[config.mk]
export PLATFORM = sky130hd
export DESIGN_NAME = wmah_hint
export DESIGN_NICKNAME = d
export VERILOG_FILES = /design/src/wmah_pkg.sv /design/src/wmah_cyc_if.sv /design/src/wmah_qualify.sv /design/src/wmah_hint.sv
export VERILOG_INCLUDE_DIRS = /design/src
export SDC_FILE = /design/constraint.sdc
export NUM_CORES = 1
export LEC_CHECK = 0
export ABC_CLOCK_PERIOD_IN_PS = 1500
export BUFFER_PORTS_ARGS = -buffer_cell sky130_fd_sc_hd__buf_2
export CAP_MARGIN = 0
export CORE_AREA = 2 2 39 41
export CTS_CLUSTER_SIZE = 28
export DETAILED_ROUTE_END_ITERATION = 10
export DIE_AREA = 0 0 41 43
export GPL_TIMING_DRIVEN = 0
export SLEW_MARGIN = 20
export SYNTH_ARGS = -nofsm -noshare
export SYNTH_HDL_FRONTEND = slang
export SYNTH_HIERARCHICAL = 1
export SYNTH_SLANG_ARGS = --single-unit
[constraint.sdc]
create_clock -name clk -period 1.5 [get_ports clk]
set_input_delay 0.3 -clock clk [delete_from_list [all_inputs] [get_ports clk]]
set_output_delay 0.3 -clock clk [all_outputs]
set_load 0.005 [all_outputs]
[src/wmah_defines.svh]
`ifndef WMAH_DEFINES_SVH
`define WMAH_DEFINES_SVH

// strobe levels on the memory-side cycle interface (all active low)
`define WMAH_ASSERTED   1'b0
`define WMAH_DEASSERTED 1'b1

// cycle kind encodings
`define WMAH_KIND_CPU     3'h0
`define WMAH_KIND_SNPWB   3'h1
`define WMAH_KIND_ALLOC   3'h2
`define WMAH_KIND_REPLWB  3'h3
`define WMAH_KIND_OTHER   3'h4

`define WMAH_RESP_RESET   2'h0

`endif

[src/wmah_pkg.sv]
`default_nettype none
`include "wmah_defines.svh"

package wmah_pkg;

  // kind of memory bus cycle being launched
  typedef enum logic [2:0] {
    WMAH_CPU   = 3'h0,
    WMAH_SNPWB = 3'h1,
    WMAH_ALLOC = 3'h2,
    WMAH_REPLWB = 3'h3,
    WMAH_OTHER = 3'h4
  } wmah_kind_t;

  // state of the memory-side cycle tracker
  typedef enum logic [1:0] {
    WMAH_IDLE    = 2'b00,
    WMAH_ACTIVE  = 2'b01,
    WMAH_SAMPLED = 2'b10
  } wmah_state_t;

endpackage : wmah_pkg

`default_nettype wire

[src/wmah_cyc_if.sv]
`timescale 1ns/100ps
`default_nettype none

// cycle description passed from the top to the qualifier
interface wmah_cyc_if;
  logic                   l2_miss;
  logic                   page_cache_disable;
  logic                   page_write_through;
  logic                   lock_n;
  logic                   write_not_read;
  logic                   data_not_code;
  logic                   mem_not_io;
  wmah_pkg::wmah_kind_t   kind;
  logic                   candidate;

  modport src (output l2_miss, page_cache_disable, page_write_through, lock_n,
               write_not_read, data_not_code, mem_not_io, kind, input candidate);
  modport qual (input l2_miss, page_cache_disable, page_write_through, lock_n,
                input write_not_read, data_not_code, mem_not_io, kind, output candidate);
endinterface : wmah_cyc_if

`default_nettype wire

[src/wmah_qualify.sv]
`timescale 1ns/100ps
`default_nettype none
`include "wmah_defines.svh"

// combinational write-miss allocate qualifier
module wmah_qualify
(
  wmah_cyc_if.qual cyc
);

  // only cpu memory data write misses with normal page attributes and no lock
  always_comb
  begin
    cyc.candidate = (cyc.kind == wmah_pkg::WMAH_CPU)
                  & cyc.l2_miss
                  & ~cyc.page_cache_disable
                  & ~cyc.page_write_through
                  & (cyc.lock_n == `WMAH_DEASSERTED)
                  & cyc.write_not_read
                  & cyc.data_not_code
                  & cyc.mem_not_io;
  end

endmodule // wmah_qualify

`default_nettype wire

[src/wmah_hint.sv]
`timescale 1ns/100ps
`default_nettype none
`include "wmah_defines.svh"

module wmah_hint
(
  input  wire logic       clk,
  input  wire logic       nrst,
  input  wire logic       start,               // launch a memory bus cycle
  input  wire logic       snoop,               // launched cycle is a snoop cycle
  input  wire logic [2:0] cycle_kind,
  input  wire logic       l2_miss,
  input  wire logic       page_cache_disable,
  input  wire logic       page_write_through,
  input  wire logic       lock_n,
  input  wire logic       write_not_read,
  input  wire logic       data_not_code,
  input  wire logic       mem_not_io,
  input  wire logic       uses_attr_window,
  input  wire logic       cycle_done_n,
  input  wire logic       cycle_next_addr_n,
  input  wire logic       attr_window_strobe_n,
  input  wire logic       mem_cacheable_resp_n,
  input  wire logic       mem_read_only_resp_n,
  output logic            cycle_addr_strobe_n,
  output logic            snoop_addr_strobe_n,
  output logic            potential_allocate_n,
  output logic            alloc_granted,
  output logic            alloc_read_only,
  output logic            resp_valid
);

  wmah_cyc_if cyc ();
  wmah_pkg::wmah_state_t state;
  wmah_pkg::wmah_state_t next_state;
  logic                  strobe_q;
  logic                  cycle_end;
  logic                  attr_in;
  logic                  launch;

  assign cyc.l2_miss            = l2_miss;
  assign cyc.page_cache_disable = page_cache_disable;
  assign cyc.page_write_through = page_write_through;
  assign cyc.lock_n             = lock_n;
  assign cyc.write_not_read     = write_not_read;
  assign cyc.data_not_code      = data_not_code;
  assign cyc.mem_not_io         = mem_not_io;
  assign cyc.kind               = wmah_pkg::wmah_kind_t'(cycle_kind);

  wmah_qualify u_qual
  (
    .cyc (cyc)
  );

  // a cycle is over on either cycle-done or next-address from the far side
  assign cycle_end = strobe_q & ((cycle_done_n == `WMAH_ASSERTED)
                   | (cycle_next_addr_n == `WMAH_ASSERTED));
  assign attr_in   = (attr_window_strobe_n == `WMAH_ASSERTED);
  // a new cycle is taken when idle or as the old one ends
  assign launch    = start & ((state == wmah_pkg::WMAH_IDLE) | cycle_end);

  // cycle tracker
  always_comb
  begin
    next_state = state;
    unique case (state)
      wmah_pkg::WMAH_IDLE:
        if (launch)
          next_state = wmah_pkg::WMAH_ACTIVE;
      wmah_pkg::WMAH_ACTIVE, wmah_pkg::WMAH_SAMPLED:
        if (launch)
          next_state = wmah_pkg::WMAH_ACTIVE;
        else if (cycle_end)
          next_state = wmah_pkg::WMAH_IDLE;
        else if (attr_in & uses_attr_window)
          next_state = wmah_pkg::WMAH_SAMPLED;
      default:
        next_state = wmah_pkg::WMAH_IDLE;
    endcase
  end

  always_ff @(posedge clk)
  begin
    if (!nrst)
      state <= wmah_pkg::WMAH_IDLE;
    else
      state <= next_state;
  end

  // one-cycle address strobes, cycle or snoop flavour
  always_ff @(posedge clk)
  begin
    if (!nrst)
    begin
      cycle_addr_strobe_n <= `WMAH_DEASSERTED;
      snoop_addr_strobe_n <= `WMAH_DEASSERTED;
    end
    else
    begin
      cycle_addr_strobe_n <= (launch & ~snoop) ? `WMAH_ASSERTED : `WMAH_DEASSERTED;
      snoop_addr_strobe_n <= (launch & snoop) ? `WMAH_ASSERTED : `WMAH_DEASSERTED;
    end
  end

  // strobes are driven from a flop, so end detection waits one cycle past them
  always_ff @(posedge clk)
  begin
    if (!nrst)
      strobe_q <= 1'b0;
    else if (launch)
      strobe_q <= 1'b0;
    else if (state != wmah_pkg::WMAH_IDLE)
      strobe_q <= 1'b1;
    else
      strobe_q <= 1'b0;
  end

  // hint loads with the strobe and holds; snoop cycles never carry it
  always_ff @(posedge clk)
  begin
    if (!nrst)
      potential_allocate_n <= `WMAH_DEASSERTED;
    else if (launch)
      potential_allocate_n <= (cyc.candidate & ~snoop)
                              ? `WMAH_ASSERTED : `WMAH_DEASSERTED;
    else if (cycle_end)
      potential_allocate_n <= `WMAH_DEASSERTED;
  end

  // decision of the bus controller, taken once per cycle at the window strobe when uses_attr_window is set
  always_ff @(posedge clk)
  begin
    if (!nrst)
    begin
      {alloc_granted, alloc_read_only} <= `WMAH_RESP_RESET;
      resp_valid <= 1'b0;
    end
    else if (launch)
    begin
      {alloc_granted, alloc_read_only} <= `WMAH_RESP_RESET;
      resp_valid <= 1'b0;
    end
    else if (state == wmah_pkg::WMAH_ACTIVE && strobe_q && attr_in && uses_attr_window)
    begin
      alloc_granted   <= (mem_cacheable_resp_n == `WMAH_ASSERTED)
                         & (potential_allocate_n == `WMAH_ASSERTED);
      alloc_read_only <= (mem_read_only_resp_n == `WMAH_ASSERTED);
      resp_valid      <= 1'b1;
    end
  end

  AST_HINT_WITH_STROBE: assert property (@(posedge clk) disable iff (!nrst)
    (potential_allocate_n == `WMAH_ASSERTED) && $fell(potential_allocate_n)
    |-> (cycle_addr_strobe_n == `WMAH_ASSERTED))
    else $error("hint rose without a cycle address strobe");

  AST_HINT_STABLE: assert property (@(posedge clk) disable iff (!nrst)
    (state != wmah_pkg::WMAH_IDLE) && !cycle_end && !launch
    |=> $stable(potential_allocate_n))
    else $error("hint changed inside a cycle");

  AST_NO_SNOOP_HINT: assert property (@(posedge clk) disable iff (!nrst)
    (snoop_addr_strobe_n == `WMAH_ASSERTED) |-> (potential_allocate_n == `WMAH_DEASSERTED))
    else $error("hint on snoop cycle");

  AST_QUALIFY: assert property (@(posedge clk) disable iff (!nrst)
    launch && !snoop && (page_cache_disable || page_write_through || !l2_miss
      || lock_n == `WMAH_ASSERTED || !write_not_read || !mem_not_io || !data_not_code)
    |=> (potential_allocate_n == `WMAH_DEASSERTED))
    else $error("hint for non-qualifying cycle");

  AST_ASSERT_ON_CANDIDATE: assert property (@(posedge clk) disable iff (!nrst)
    launch && !snoop && cyc.candidate |=> (potential_allocate_n == `WMAH_ASSERTED))
    else $error("qualifying write miss not flagged");

  AST_KIND_BLOCK: assert property (@(posedge clk) disable iff (!nrst)
    launch && (cyc.kind != wmah_pkg::WMAH_CPU) |=> potential_allocate_n)
    else $error("hint on writeback or allocation cycle");

  AST_SAMPLE: assert property (@(posedge clk) disable iff (!nrst)
    (state == wmah_pkg::WMAH_ACTIVE) && strobe_q && attr_in && uses_attr_window && !launch
    |=> resp_valid && (alloc_read_only == !$past(mem_read_only_resp_n)))
    else $error("responses not sampled at window strobe");

  AST_GRANT_NEEDS_HINT: assert property (@(posedge clk) disable iff (!nrst)
    $rose(alloc_granted) |-> ($past(potential_allocate_n) == `WMAH_ASSERTED))
    else $error("grant without hint");

  // a start mid-cycle is dropped, not queued: the requester must hold it to the end
  AST_REFUSE_MID_CYCLE: assert property (@(posedge clk) disable iff (!nrst)
    start && (state != wmah_pkg::WMAH_IDLE) && !cycle_end
    |=> (cycle_addr_strobe_n == `WMAH_DEASSERTED)
        && (snoop_addr_strobe_n == `WMAH_DEASSERTED))
    else $error("address strobe for a start that came mid-cycle");

  AST_STROBE_PULSE: assert property (@(posedge clk) disable iff (!nrst)
    (cycle_addr_strobe_n == `WMAH_ASSERTED) |=> (cycle_addr_strobe_n == `WMAH_DEASSERTED))
    else $error("cycle address strobe longer than one cycle");

  AST_HINT_OFF_AT_END: assert property (@(posedge clk) disable iff (!nrst)
    cycle_end && !launch |=> (potential_allocate_n == `WMAH_DEASSERTED))
    else $error("hint left on after the cycle ended");

  AST_RESP_AT_WINDOW: assert property (@(posedge clk) disable iff (!nrst)
    $rose(resp_valid) |-> $past(attr_in) && $past(uses_attr_window))
    else $error("responses taken outside the window strobe");

  AST_RESP_CLEARED: assert property (@(posedge clk) disable iff (!nrst)
    launch |=> !resp_valid && !alloc_granted && !alloc_read_only)
    else $error("old responses kept into a new cycle");

  COV_HINT: cover property (@(posedge clk) disable iff (!nrst)
    $fell(potential_allocate_n));
  COV_GRANT: cover property (@(posedge clk) disable iff (!nrst) $rose(alloc_granted));
  COV_SNOOP: cover property (@(posedge clk) disable iff (!nrst)
    snoop_addr_strobe_n == `WMAH_ASSERTED);
  COV_BACK2BACK: cover property (@(posedge clk) disable iff (!nrst) cycle_end && launch);
  COV_SAMPLED: cover property (@(posedge clk) disable iff (!nrst) $rose(resp_valid));

endmodule // wmah_hint

`default_nettype wire

### Word-level counts from Yosys, hierarchy flattened

Cells that the tools add are included.
Widths: inputs -> output; s select.

* output and inout bits: 6
* input port bits: 20
* register bits after elaboration: 9
* word-level logic and storage cells: 59

* reduce and logical (&&, ||, !) cells: 10
* bitwise gates (word level): 26
* muxes and demuxes: 11
* equal/unequal tests: 4

Operators with widths (count)
* $and 1x1->1: 14
* $not 1->1: 10
* $mux 2: 4
* $mux 1: 6
* $ne 4x4->1 const B: 1
* $pmux 2 s2: 1
* $reduce_bool 2->1: 2
* $reduce_or 2->1: 2
* $logic_and 1x1->1: 3
* $logic_not 3->1: 1
* $eq 2x1->1 const B: 1
* $eq 2x2->1 const B: 1
* $logic_not 2->1: 1
* $ne 2x2->1 const B: 1
* $or 1x1->1: 2
* $reduce_and 2->1: 1

### Longest topological paths before layout

Gate-level depths: netlist of run 1.

* depth after elaboration: 11
* gate-level depth with buffers: 5
* mapped depth without buffers: 5

### By module

The synthesis of run 1 kept the hierarchy.

Modules (own cells, without submodules)
* wmah_hint: cells each 42, area an instance 419.2 µm², seq. area each 180.2 µm², instances 1
* wmah_qualify: cells each 3, area an instance 33.8 µm², seq. area each 0.0 µm², instances 1

### Worst setup path before layout of run 1

Ideal clock, no wire load.

* kind: flip-flop to flip-flop
* start point: register state[0]
* end point: register state[0]
* stages on the path, launching flop included: 6
* path buffers: 0
* setup time: 92 ps
* period minus slack after synthesis: 1340 ps
* data required time: 1408 ps
* arrival: 1248 ps
* setup slack: 160 ps
* cell sequence: dfxtp_1 -> inv_1 -> ha_1 -> nand2b_1 -> o32a_1 -> o32ai_1

* word-level cells in the longest chain between the ends: 5
* elaborated cells between the ends (all ways): 11
* classes of those cells: eq/ne (4); mux (2); bitwise (2); reduce/logical (3)

Ends and longest elaborated chain
* start, declared: RTL line wmah_hint.sv:34 `wmah_pkg::wmah_state_t state;`
* start signal, assigned: RTL line wmah_hint.sv:85 `state <= wmah_pkg::WMAH_IDLE;`
* start signal, assigned: RTL line wmah_hint.sv:87 `state <= next_state;`
* $logic_not 2->1: RTL line wmah_hint.sv:60, wmah_hint.sv:66
* $or 1x1->1: RTL line wmah_hint.sv:60 `assign launch = start & ((state == wmah_pkg::WMAH_IDLE) | cycle_end);`
* $and 1x1->1: RTL line wmah_hint.sv:60
* $ne 4x4->1 (no line), or another cell as far along
* $reduce_and 2->1 (no line) or $pmux 2 s2 (tied branches)

Several ways; a longest one is shown, not always the timed one.
A chain may end at the register's enable or synchronous reset.

### Final worst setup path of run 1

* start point: register state[1]
* end point: register state[0]

Same word-level chain as after synthesis.

==> flow_metrics.tcl, run 1 <==
set metrics [dict create \
    outcome "complete, no violations" \
    p_leak_nw 0.275 \
    syn_area_um2 453 \
    cp.arrival_ps 1560 \
    route.detailed.drc 0 \
    syn_inst 45 \
    final_nets 98 \
    die_h_um 43 \
    cp-end-kind "register" \
    synth-main-ff-cell "dfxtp_1" \
    fillers 143 \
    rsz0062_at_grt "no" \
    gp_congestion 0.655 \
    clockBufferDepth 2 \
    start_util_pct 32.7 \
    required_ps 1660 \
    worst-setup-path-type "register to register" \
    die_area_mm2 0.00176 \
    fp.coreArea_mm2 0.00138 \
    antenna_left 0 \
    setup_viol 0 \
    synth-seq-area-share_pct 39.8 \
    slew_headroom_pct 75.7 \
    skew_ps 8.10 \
    ys_warn_count 6 \
    fin_tns_setup_ps 0 \
    report.final.slew_viol_count 0 \
    dr.first_iter.drc_count 3 \
    synthToLayoutAreaGrowth_pct 42.0 \
    max_cap_violations 0 \
    ys_ff_latch 9 \
    clk_latency_ps 260 \
    cts_tree "done" \
    min_period_ps 1410 \
    place_hpwl_um 733 \
    peakVddDrop_v 0.000413 \
    dr.pass1.iters 3 \
    grt_overflow_total 0 \
    grt_pass1_vias 406 \
    ios 26 \
    worstPathCellList "inv_1, ha_2, nand2b_1, o32a_1, o32ai_2" \
    cp_slowest_cell "ha_2" \
    cts-buffers-inserted 3 \
    avgSynthCellArea_um2 10.1 \
    hold_viol 0 \
    post_cts_buffers 0 \
    power_density_mw_per_mm2 805 \
    drive_above_1_share_pct 50.0 \
    detail_route.wl_per_cell_um 9.84 \
    cts.sinks 9 \
    tightest_slew_ps 355 \
    multi_input_area_um2 275 \
    dieWidth_um 41 \
    placementRows 14 \
    min_period_over_period_pct 93.8 \
    ys_async_sr_fraction_pct 0 \
    clock.fmax_ghz 0.711 \
    routed_wl_um 886 \
    htreeDepth 1 \
    regArea_um2 181 \
    globalRouteTotalUtil_pct 11.5 \
    final_common_cell "buf_2" \
    cp-start-kind "register" \
    syn-num-nets 68 \
    grt_pass1_wl_um 1390 \
    ctsHoldBuffers 0 \
    layout_common_cells "buf_2 (25), dfxtp_1 (8), inv_1 (4), nor2_1 (4)" \
    grt_antenna_before_repair 0 \
    vias_per_cell 4.78 \
    n_antenna_cell 0 \
    min_path_type "input port to register" \
    clk_pin_slew_ps 60 \
    synth_edf_count 0 \
    ctsResizeCount 0 \
    max_stage_delay_ps 340 \
    yosys.cell_types.count 24 \
    vias 430 \
    root_buffer "clkbuf_4" \
    critPathMaxFanout 3 \
    io_buffers 25 \
    grt_max_degree 9 \
    final_util_pct 46.5 \
]
[cell families (layout without fill, tap and decap cells)]
group	Yosys count	count (layout)	synth area share [%]
fa+ha+maj	3	3	8.29
buf+inv	4	33	3.31
flops	9	9	39.8
mux	1	1	2.21
simple gates	19	19	26.8
compound gates	9	9	19.6
[metrics by stage]
| stage | power (mW) | hold WS, ps | std cells | setup slack (ps) | area, um2 |
|---|---|---|---|---|---|
| 4_1_cts | 0.520 | 224 | 90 | 14.3 | 624 |
| 2_1_floorplan | 0.297 | 372 | 45 | 160 | 453 |
| 6_report | 0.518 | 226 | 90 | 92.9 | 643 |
| 3_5_place_dp | 0.336 | 479 | 86 | 26.7 | 598 |
| 3_3_place_gp | 0.335 | 478 | 86 | 28.6 | 598 |
| 5_1_grt | 0.548 | 229 | 90 | 6.96 | 643 |
[synthesized netlist by cell type (2+ instances only)]
cell     number  area share (%)
dfxtp_1       9              40
inv_1         4             3.3
nor2_1        4             3.3
nor2b_1       2             2.8
nand3_1       2             2.2
o32ai_1       2             3.9
nor3_1        3             3.3
ha_1          3             8.3
[per-layer routing]
| metal | track usage (%) | up-vias | part of all wire, % |
|---|---|---|---|
| met1 | 14.2 | 186 | 45 |
| li1 | - | 225 | - |
| met4 | 8.00 | 0 | 0 |
| met2 | 17.2 | 19 | 48 |
| met5 | 0 | - | 0 |
| met3 | 1.57 | 0 | 6.8 |
[sequential cells by signal, summed over array words and instances, names as in the netlist]
| register | count |
|---|---|
| state | 2 |
| alloc_granted | 1 |
| snoop_addr_strobe_n | 1 |
| alloc_read_only | 1 |
| potential_allocate_n | 1 |
| cycle_addr_strobe_n | 1 |
| resp_valid | 1 |
| strobe_q | 1 |
[power breakdown]
group	internal (mW)	switching (mW)	total (mW)
Sequential	0.246	0.00337	0.250
Clock	0.102	0.0792	0.181
Combinational	0.0447	0.0416	0.0863
[cell type report]
cell class                      count  share of cell area (%)
Sequential cell                     9                    28.2
Clock buffer                        4                    4.09
Timing Repair Buffer               25                    19.5
Tap cell                           16                    3.11
Inverter                            4                    2.33
Multi-Input combinational cell     32                    42.8
[final timing paths]
check                           slack (ps)              end  depth (start not counted)                  from
worst max-delay path                    90         state[0]                          5              state[1]
worst min register to register         500       resp_valid                          2            resp_valid
worst min-delay path                   230  alloc_read_only                          2  mem_read_only_resp_n
worst max register to register          90         state[0]                          5              state[1]
[worst max-delay path, delay by kind of cell (launching register included)]
| family | cells | cell delay, ps |
|---|---|---|
| DFF | 1 | 320 |
| AOI/OAI and AO/OA | 2 | 520 |
| buffers and inverters | 1 | 80 |
| adders and majority gates | 1 | 340 |
| and+or+nand+nor | 1 | 60 |
Power figures use the tool's default switching activity.
==> run 2: changes to the inputs <==
Settings changed: GPL_ROUTABILITY_DRIVEN set to 0, SETUP_SLACK_MARGIN set to 0.3.
==> run 2 against run 1 <==
Effect of this change:
- combinational power increased by 39%
- global-route usage increased by 1.8 points
- sequential share of layout area decreased by 2.8 points
- clock-buffer cell count unchanged
==> flow_metrics.tcl, run 2 (synthesized netlist as in run 1, its figures left out) <==
set metrics [dict create \
    outcome "complete, no violations" \
    required_ps 1660 \
    max_cap_violations 0 \
    cp.arrival_ps 1470 \
    synthToLayoutAreaGrowth_pct 58.8 \
    setup_viol 0 \
    dr.first_iter.drc_count 7 \
    final_common_cell "buf_2" \
    place_hpwl_um 786 \
    route.detailed.drc 0 \
    regArea_um2 183 \
    top_register "state" \
    start_util_pct 32.7 \
    cts-buffers-inserted 3 \
    dieWidth_um 41 \
    slew_headroom_pct 78.3 \
    ios 26 \
    rr_endpoint "state[1]" \
    clk_pin_slew_ps 60 \
    multi_input_area_um2 299 \
    cts.sinks 9 \
    n_antenna_cell 0 \
    detail_route.wl_per_cell_um 10.8 \
    die_area_mm2 0.00176 \
    p_leak_nw 0.308 \
    antenna_left 0 \
    layout_common_cells "buf_2 (25), dfxtp_1 (7), buf_4 (5)" \
    fin_tns_setup_ps 0 \
    ctsHoldBuffers 0 \
    grt_antenna_before_repair 0 \
    total_power_mw 0.550 \
    htreeDepth 1 \
    io_buffers 25 \
    min_path_type "input port to register" \
    cts_tree "done" \
    placementRows 14 \
    r2r_cells 5 \
    routed_wl_um 1030 \
    final_nets 104 \
    min_period_ps 1310 \
    root_buffer "clkbuf_4" \
    rsz0062_at_grt "yes" \
    worst-setup-path-type "register to register" \
    clock.fmax_ghz 0.764 \
    final_util_pct 52.0 \
    drive_above_1_share_pct 61.3 \
    fillers 129 \
    cp-end-kind "register" \
    grt_max_degree 9 \
    cp-start-kind "register" \
    worstHoldPathCells 2 \
    vias 469 \
    grt_pass1_wl_um 1590 \
    grt_pass1_vias 440 \
    vias_per_cell 4.89 \
    fp.coreArea_mm2 0.00138 \
    r2r_slack_ps 190 \
    peakVddDrop_v 0.000375 \
    critPathMaxFanout 3 \
    dr.pass1.iters 4 \
    hold_end "alloc_read_only" \
    power_density_mw_per_mm2 764 \
    die_h_um 43 \
    clk_latency_ps 250 \
    r2r_start "state[1]" \
    min_from "mem_read_only_resp_n" \
    report.final.slew_viol_count 0 \
    grt_overflow_total 0 \
    min_period_over_period_pct 87.3 \
    tightest_slew_ps 324 \
    globalRouteTotalUtil_pct 13.3 \
    skew_ps 1.85 \
    hold_viol 0 \
    largest_reg_flops 2 \
    clockBufferDepth 2 \
]
-- run 2: changes by cell type in the layout (fill, tap and decap cells not counted), sizes merged --
cell / change
buf: +6
-- run 2: critical path, stage by stage, from the launching register on --
cell      delay (ps)
dfxtp_2          350
inv_4             50
ha_4             260
nand2b_1          50
o32a_1           320
o32ai_2          200
-- run 2: layout make-up --
cell class / count / share of cell area, %
clock buffer: 4 / 3.65
inverter: 4 / 2.43
multi-input combinational: 32 / 41.6
sequential: 9 / 25.4
tap: 16 / 2.78
timing repair buffer: 31 / 24.2
-- run 2: worst max path at each step --
stage / startpoint / to / slack, ps
floorplan: cycle_kind[1] / potential_allocate_n / 250
global placement: cycle_kind[1] / potential_allocate_n / 130
detailed placement: cycle_kind[1] / potential_allocate_n / 120
CTS: state[1] / state[0] / 180
global route: state[1] / state[1] / 130
finish: state[1] / state[1] / 190
-- run 2: power by group --
group	total, mW	switching, mW	internal (mW)
combinational	0.120	0.0515	0.0684
clock	0.180	0.0777	0.102
sequential	0.250	0.00355	0.247
-- run 2: metrics by stage --
step / instance area, um2 / hold slack, ps / cells / worst slack (ps)
after floorplan: 473 / 372 / 45 / 250
after global routing: 719 / 229 / 96 / 128
after CTS: 689 / 228 / 95 / 181
after detailed placement: 618 / 487 / 86 / 117
after global placement: 618 / 479 / 86 / 126
final: 719 / 229 / 96 / 190
-- run 2: routing by layer --
| layer | part of all wire (%) | vias to the layer above | GRT usage [%] |
|---|---|---|---|
| met5 | 0 | - | 0 |
| met4 | 0.87 | 0 | 8.00 |
| met3 | 5.9 | 2 | 3.14 |
| met2 | 51 | 20 | 20.9 |
| met1 | 42 | 209 | 15.3 |
| li1 | - | 238 | - |
-- run 2: repair_timing --
item,4_1_cts,5_1_grt
gates resized for setup,2,5
pin swaps,1,1
setup buffers,5,1
cloned,0,0
setup endpoints to repair,4,5
==> run 3: changes to the inputs <==
Settings changed: ABC_AREA set to 1, CORE_AREA 2 2 39 41 to 5 5 42 44, DIE_AREA 0 0 41 43 to 0 0 47 49, PLACE_DENSITY set to 0.68.
==> run 3 against run 2 <==
Effect of this change:
- synthesized area rose by 8.3%
- global-route usage fell by 3.0 points
- register-to-register slack better by 150 ps
- clock skew grew 8.4 ps
- maximum frequency up 13%
- sequential power increased by 36%
- sequential cell count stayed put
- critical path depth up 2
- utilization rose by 0.42 points
- combinational power grew to 4.7 times the previous value
- critical path type unchanged
- largest power group is now combinational cells
- highest routed layer unchanged
==> flow_metrics.tcl, run 3 <==
set metrics [dict create \
    rr_endpoint "state[1]" \
    detail_route.wl_per_cell_um 9.68 \
    r2r_slack_ps 340 \
    r2r_start "state[0]" \
    syn-num-nets 93 \
    place_hpwl_um 884 \
    critPathMaxFanout 4 \
    worstHoldPathCells 3 \
    cts_tree "done" \
    syn_area_um2 490 \
    rsz0062_at_grt "yes" \
    dieWidth_um 47 \
    hold_viol 0 \
    ios 26 \
    tightest_slew_ps 176 \
    hold_end "cycle_addr_strobe_n" \
    largest_reg_flops 2 \
    vias_per_cell 4.43 \
    yosysMostFrequentCell "nand2_1" \
    die_h_um 49 \
    crit_family "flip-flops" \
    route.detailed.drc 0 \
    clk_pin_slew_ps 70 \
    cp-end-kind "register" \
    cp.arrival_ps 1320 \
    grt_pass1_vias 437 \
    max_cap_violations 0 \
    syn_inst 70 \
    min_path_type "input port to register" \
    path_common_cell "nand2_1" \
    r2r_cells 7 \
    io_buffers 25 \
    total_power_mw 1.09 \
    design_area_um2 734 \
    grt_antenna_before_repair 0 \
    worstSetupPathDepth 7 \
    max_stage_delay_ps 380 \
    antenna_left 0 \
    min_period_ps 1160 \
    min_from "snoop" \
    clockBufferDepth 2 \
    final_nets 125 \
    start_util_pct 35.0 \
    cts-buffers-inserted 3 \
    grt_overflow_total 0 \
    outcome "complete, no violations" \
    ys_async_sr_fraction_pct 0 \
    yosys.cell_types.count 17 \
    synth.area.top_cells "dfxtp_1 (37%), nand2_1 (12%), nor2_1 (11%)" \
    required_ps 1660 \
    grt_max_degree 7 \
    htreeDepth 1 \
    synth-seq-area-share_pct 36.7 \
    dr.pass1.iters 4 \
    place_area_um2 636 \
    final_common_cell "buf_2" \
    synthToLayoutAreaGrowth_pct 49.7 \
    globalRouteTotalUtil_pct 10.3 \
    ys_warn_count 6 \
    ys_ff_latch 9 \
    worst-setup-path-type "register to register" \
    root_buffer "clkbuf_4" \
    min_period_over_period_pct 77.4 \
    dr.first_iter.drc_count 7 \
    grt_pass1_wl_um 1700 \
    cp-start-kind "register" \
    drive_above_1_share_pct 45.5 \
    synth_top_cell_by_area "dfxtp_1" \
    fp.coreArea_mm2 0.00140 \
    power_density_mw_per_mm2 1480 \
    routed_wl_um 1130 \
    clk_latency_ps 260 \
    peakVddDrop_v 0.000753 \
    p_leak_nw 0.381 \
    setup_viol 0 \
    placementRows 14 \
    ctsHoldBuffers 0 \
    clock.fmax_ghz 0.862 \
    skew_ps 10.3 \
    final_util_pct 52.4 \
    cts.sinks 9 \
    vias 518 \
    ys_top_cells_by_count "nand2_1 (16), nor2_1 (14), inv_1 (11)" \
    cp_slowest_cell "dfxtp_4" \
    fin_tns_setup_ps 0 \
    synth-main-ff-cell "dfxtp_1" \
    worstPathCellList "inv_4, ha_4, nand2_4, o21bai_4, nand2_1, nand2_1, nor2_1" \
    die_area_mm2 0.00230 \
    synth_top_area_share_pct 36.7 \
    avgSynthCellArea_um2 7.01 \
    critPathBufInv 1 \
    top_register "state" \
    slew_headroom_pct 88.3 \
    synth_edf_count 0 \
    report.final.slew_viol_count 0 \
    layout_common_cells "buf_2 (25), nand2_1 (15), nor2_1 (13), inv_1 (8), dfxtp_1 (7)" \
    n_antenna_cell 0 \
]
run 3: worst max-delay path by stage:
stage	from	end	slack [ps]
5_1_grt	state[1]	alloc_read_only	250
3_5_place_dp	state[0]	state[0]	250
6_report	state[0]	state[1]	340
3_3_place_gp	state[0]	state[0]	270
2_1_floorplan	state[0]	state[0]	350
4_1_cts	state[1]	alloc_granted	320
run 3: through the flow:
stage | worst slack, ps | cells | hold slack (ps)
finish | 340 | 117 | 262
detailed placement | 247 | 111 | 456
floorplan | 345 | 70 | 369
global placement | 272 | 111 | 449
global route | 250 | 117 | 265
CTS | 319 | 115 | 246
run 3: cell families (layout without fill, tap and decap cells):
group	count (synthesis)	after routing	share of synthesized area, %
flops	9	9	36.7
fa+ha+maj	3	3	7.65
compound gates	6	6	10.2
buf+inv	12	43	9.18
simple gates	40	40	36.2
run 3: what timing repair did:
action,CTS,global route
hold endpoints to repair,0,0
gates resized for setup,6,12
pin swaps,1,10
buffers inserted,0,2
endpoints found under the setup margin,7,5
run 3: worst reg2reg max path: cells and delay by family (launching register included):
| kind | cells | cell delay (ps) |
|---|---|---|
| buffers and inverters | 1 | 40 |
| flip-flops | 1 | 380 |
| AND/OR/NAND/NOR | 4 | 200 |
| adder cells (fa/ha/maj) | 1 | 270 |
| AO/OA/AOI/OAI | 1 | 160 |
run 3: per-layer routing:
metal	vias to the layer above	track usage [%]	wire [um]
li1	277	-	-
met1	217	12.1	430
met2	20	14.9	552
met4	0	6.91	25
met5	-	0	0
met3	4	3.69	123
run 3: layout make-up:
class	instances	area (um2)
clock buffer	4	26.3
fill	142	667
tap	16	20.0
multi-input combinational	49	310
timing repair buffer	27	140
inverter	12	52.6
sequential	9	185
run 3: where the power goes:
part | internal, mW | switching [mW] | total, mW
Sequential | 0.295 | 0.0438 | 0.339
Clock | 0.102 | 0.0860 | 0.188
Combinational | 0.265 | 0.297 | 0.563
Total | 0.663 | 0.427 | 1.09
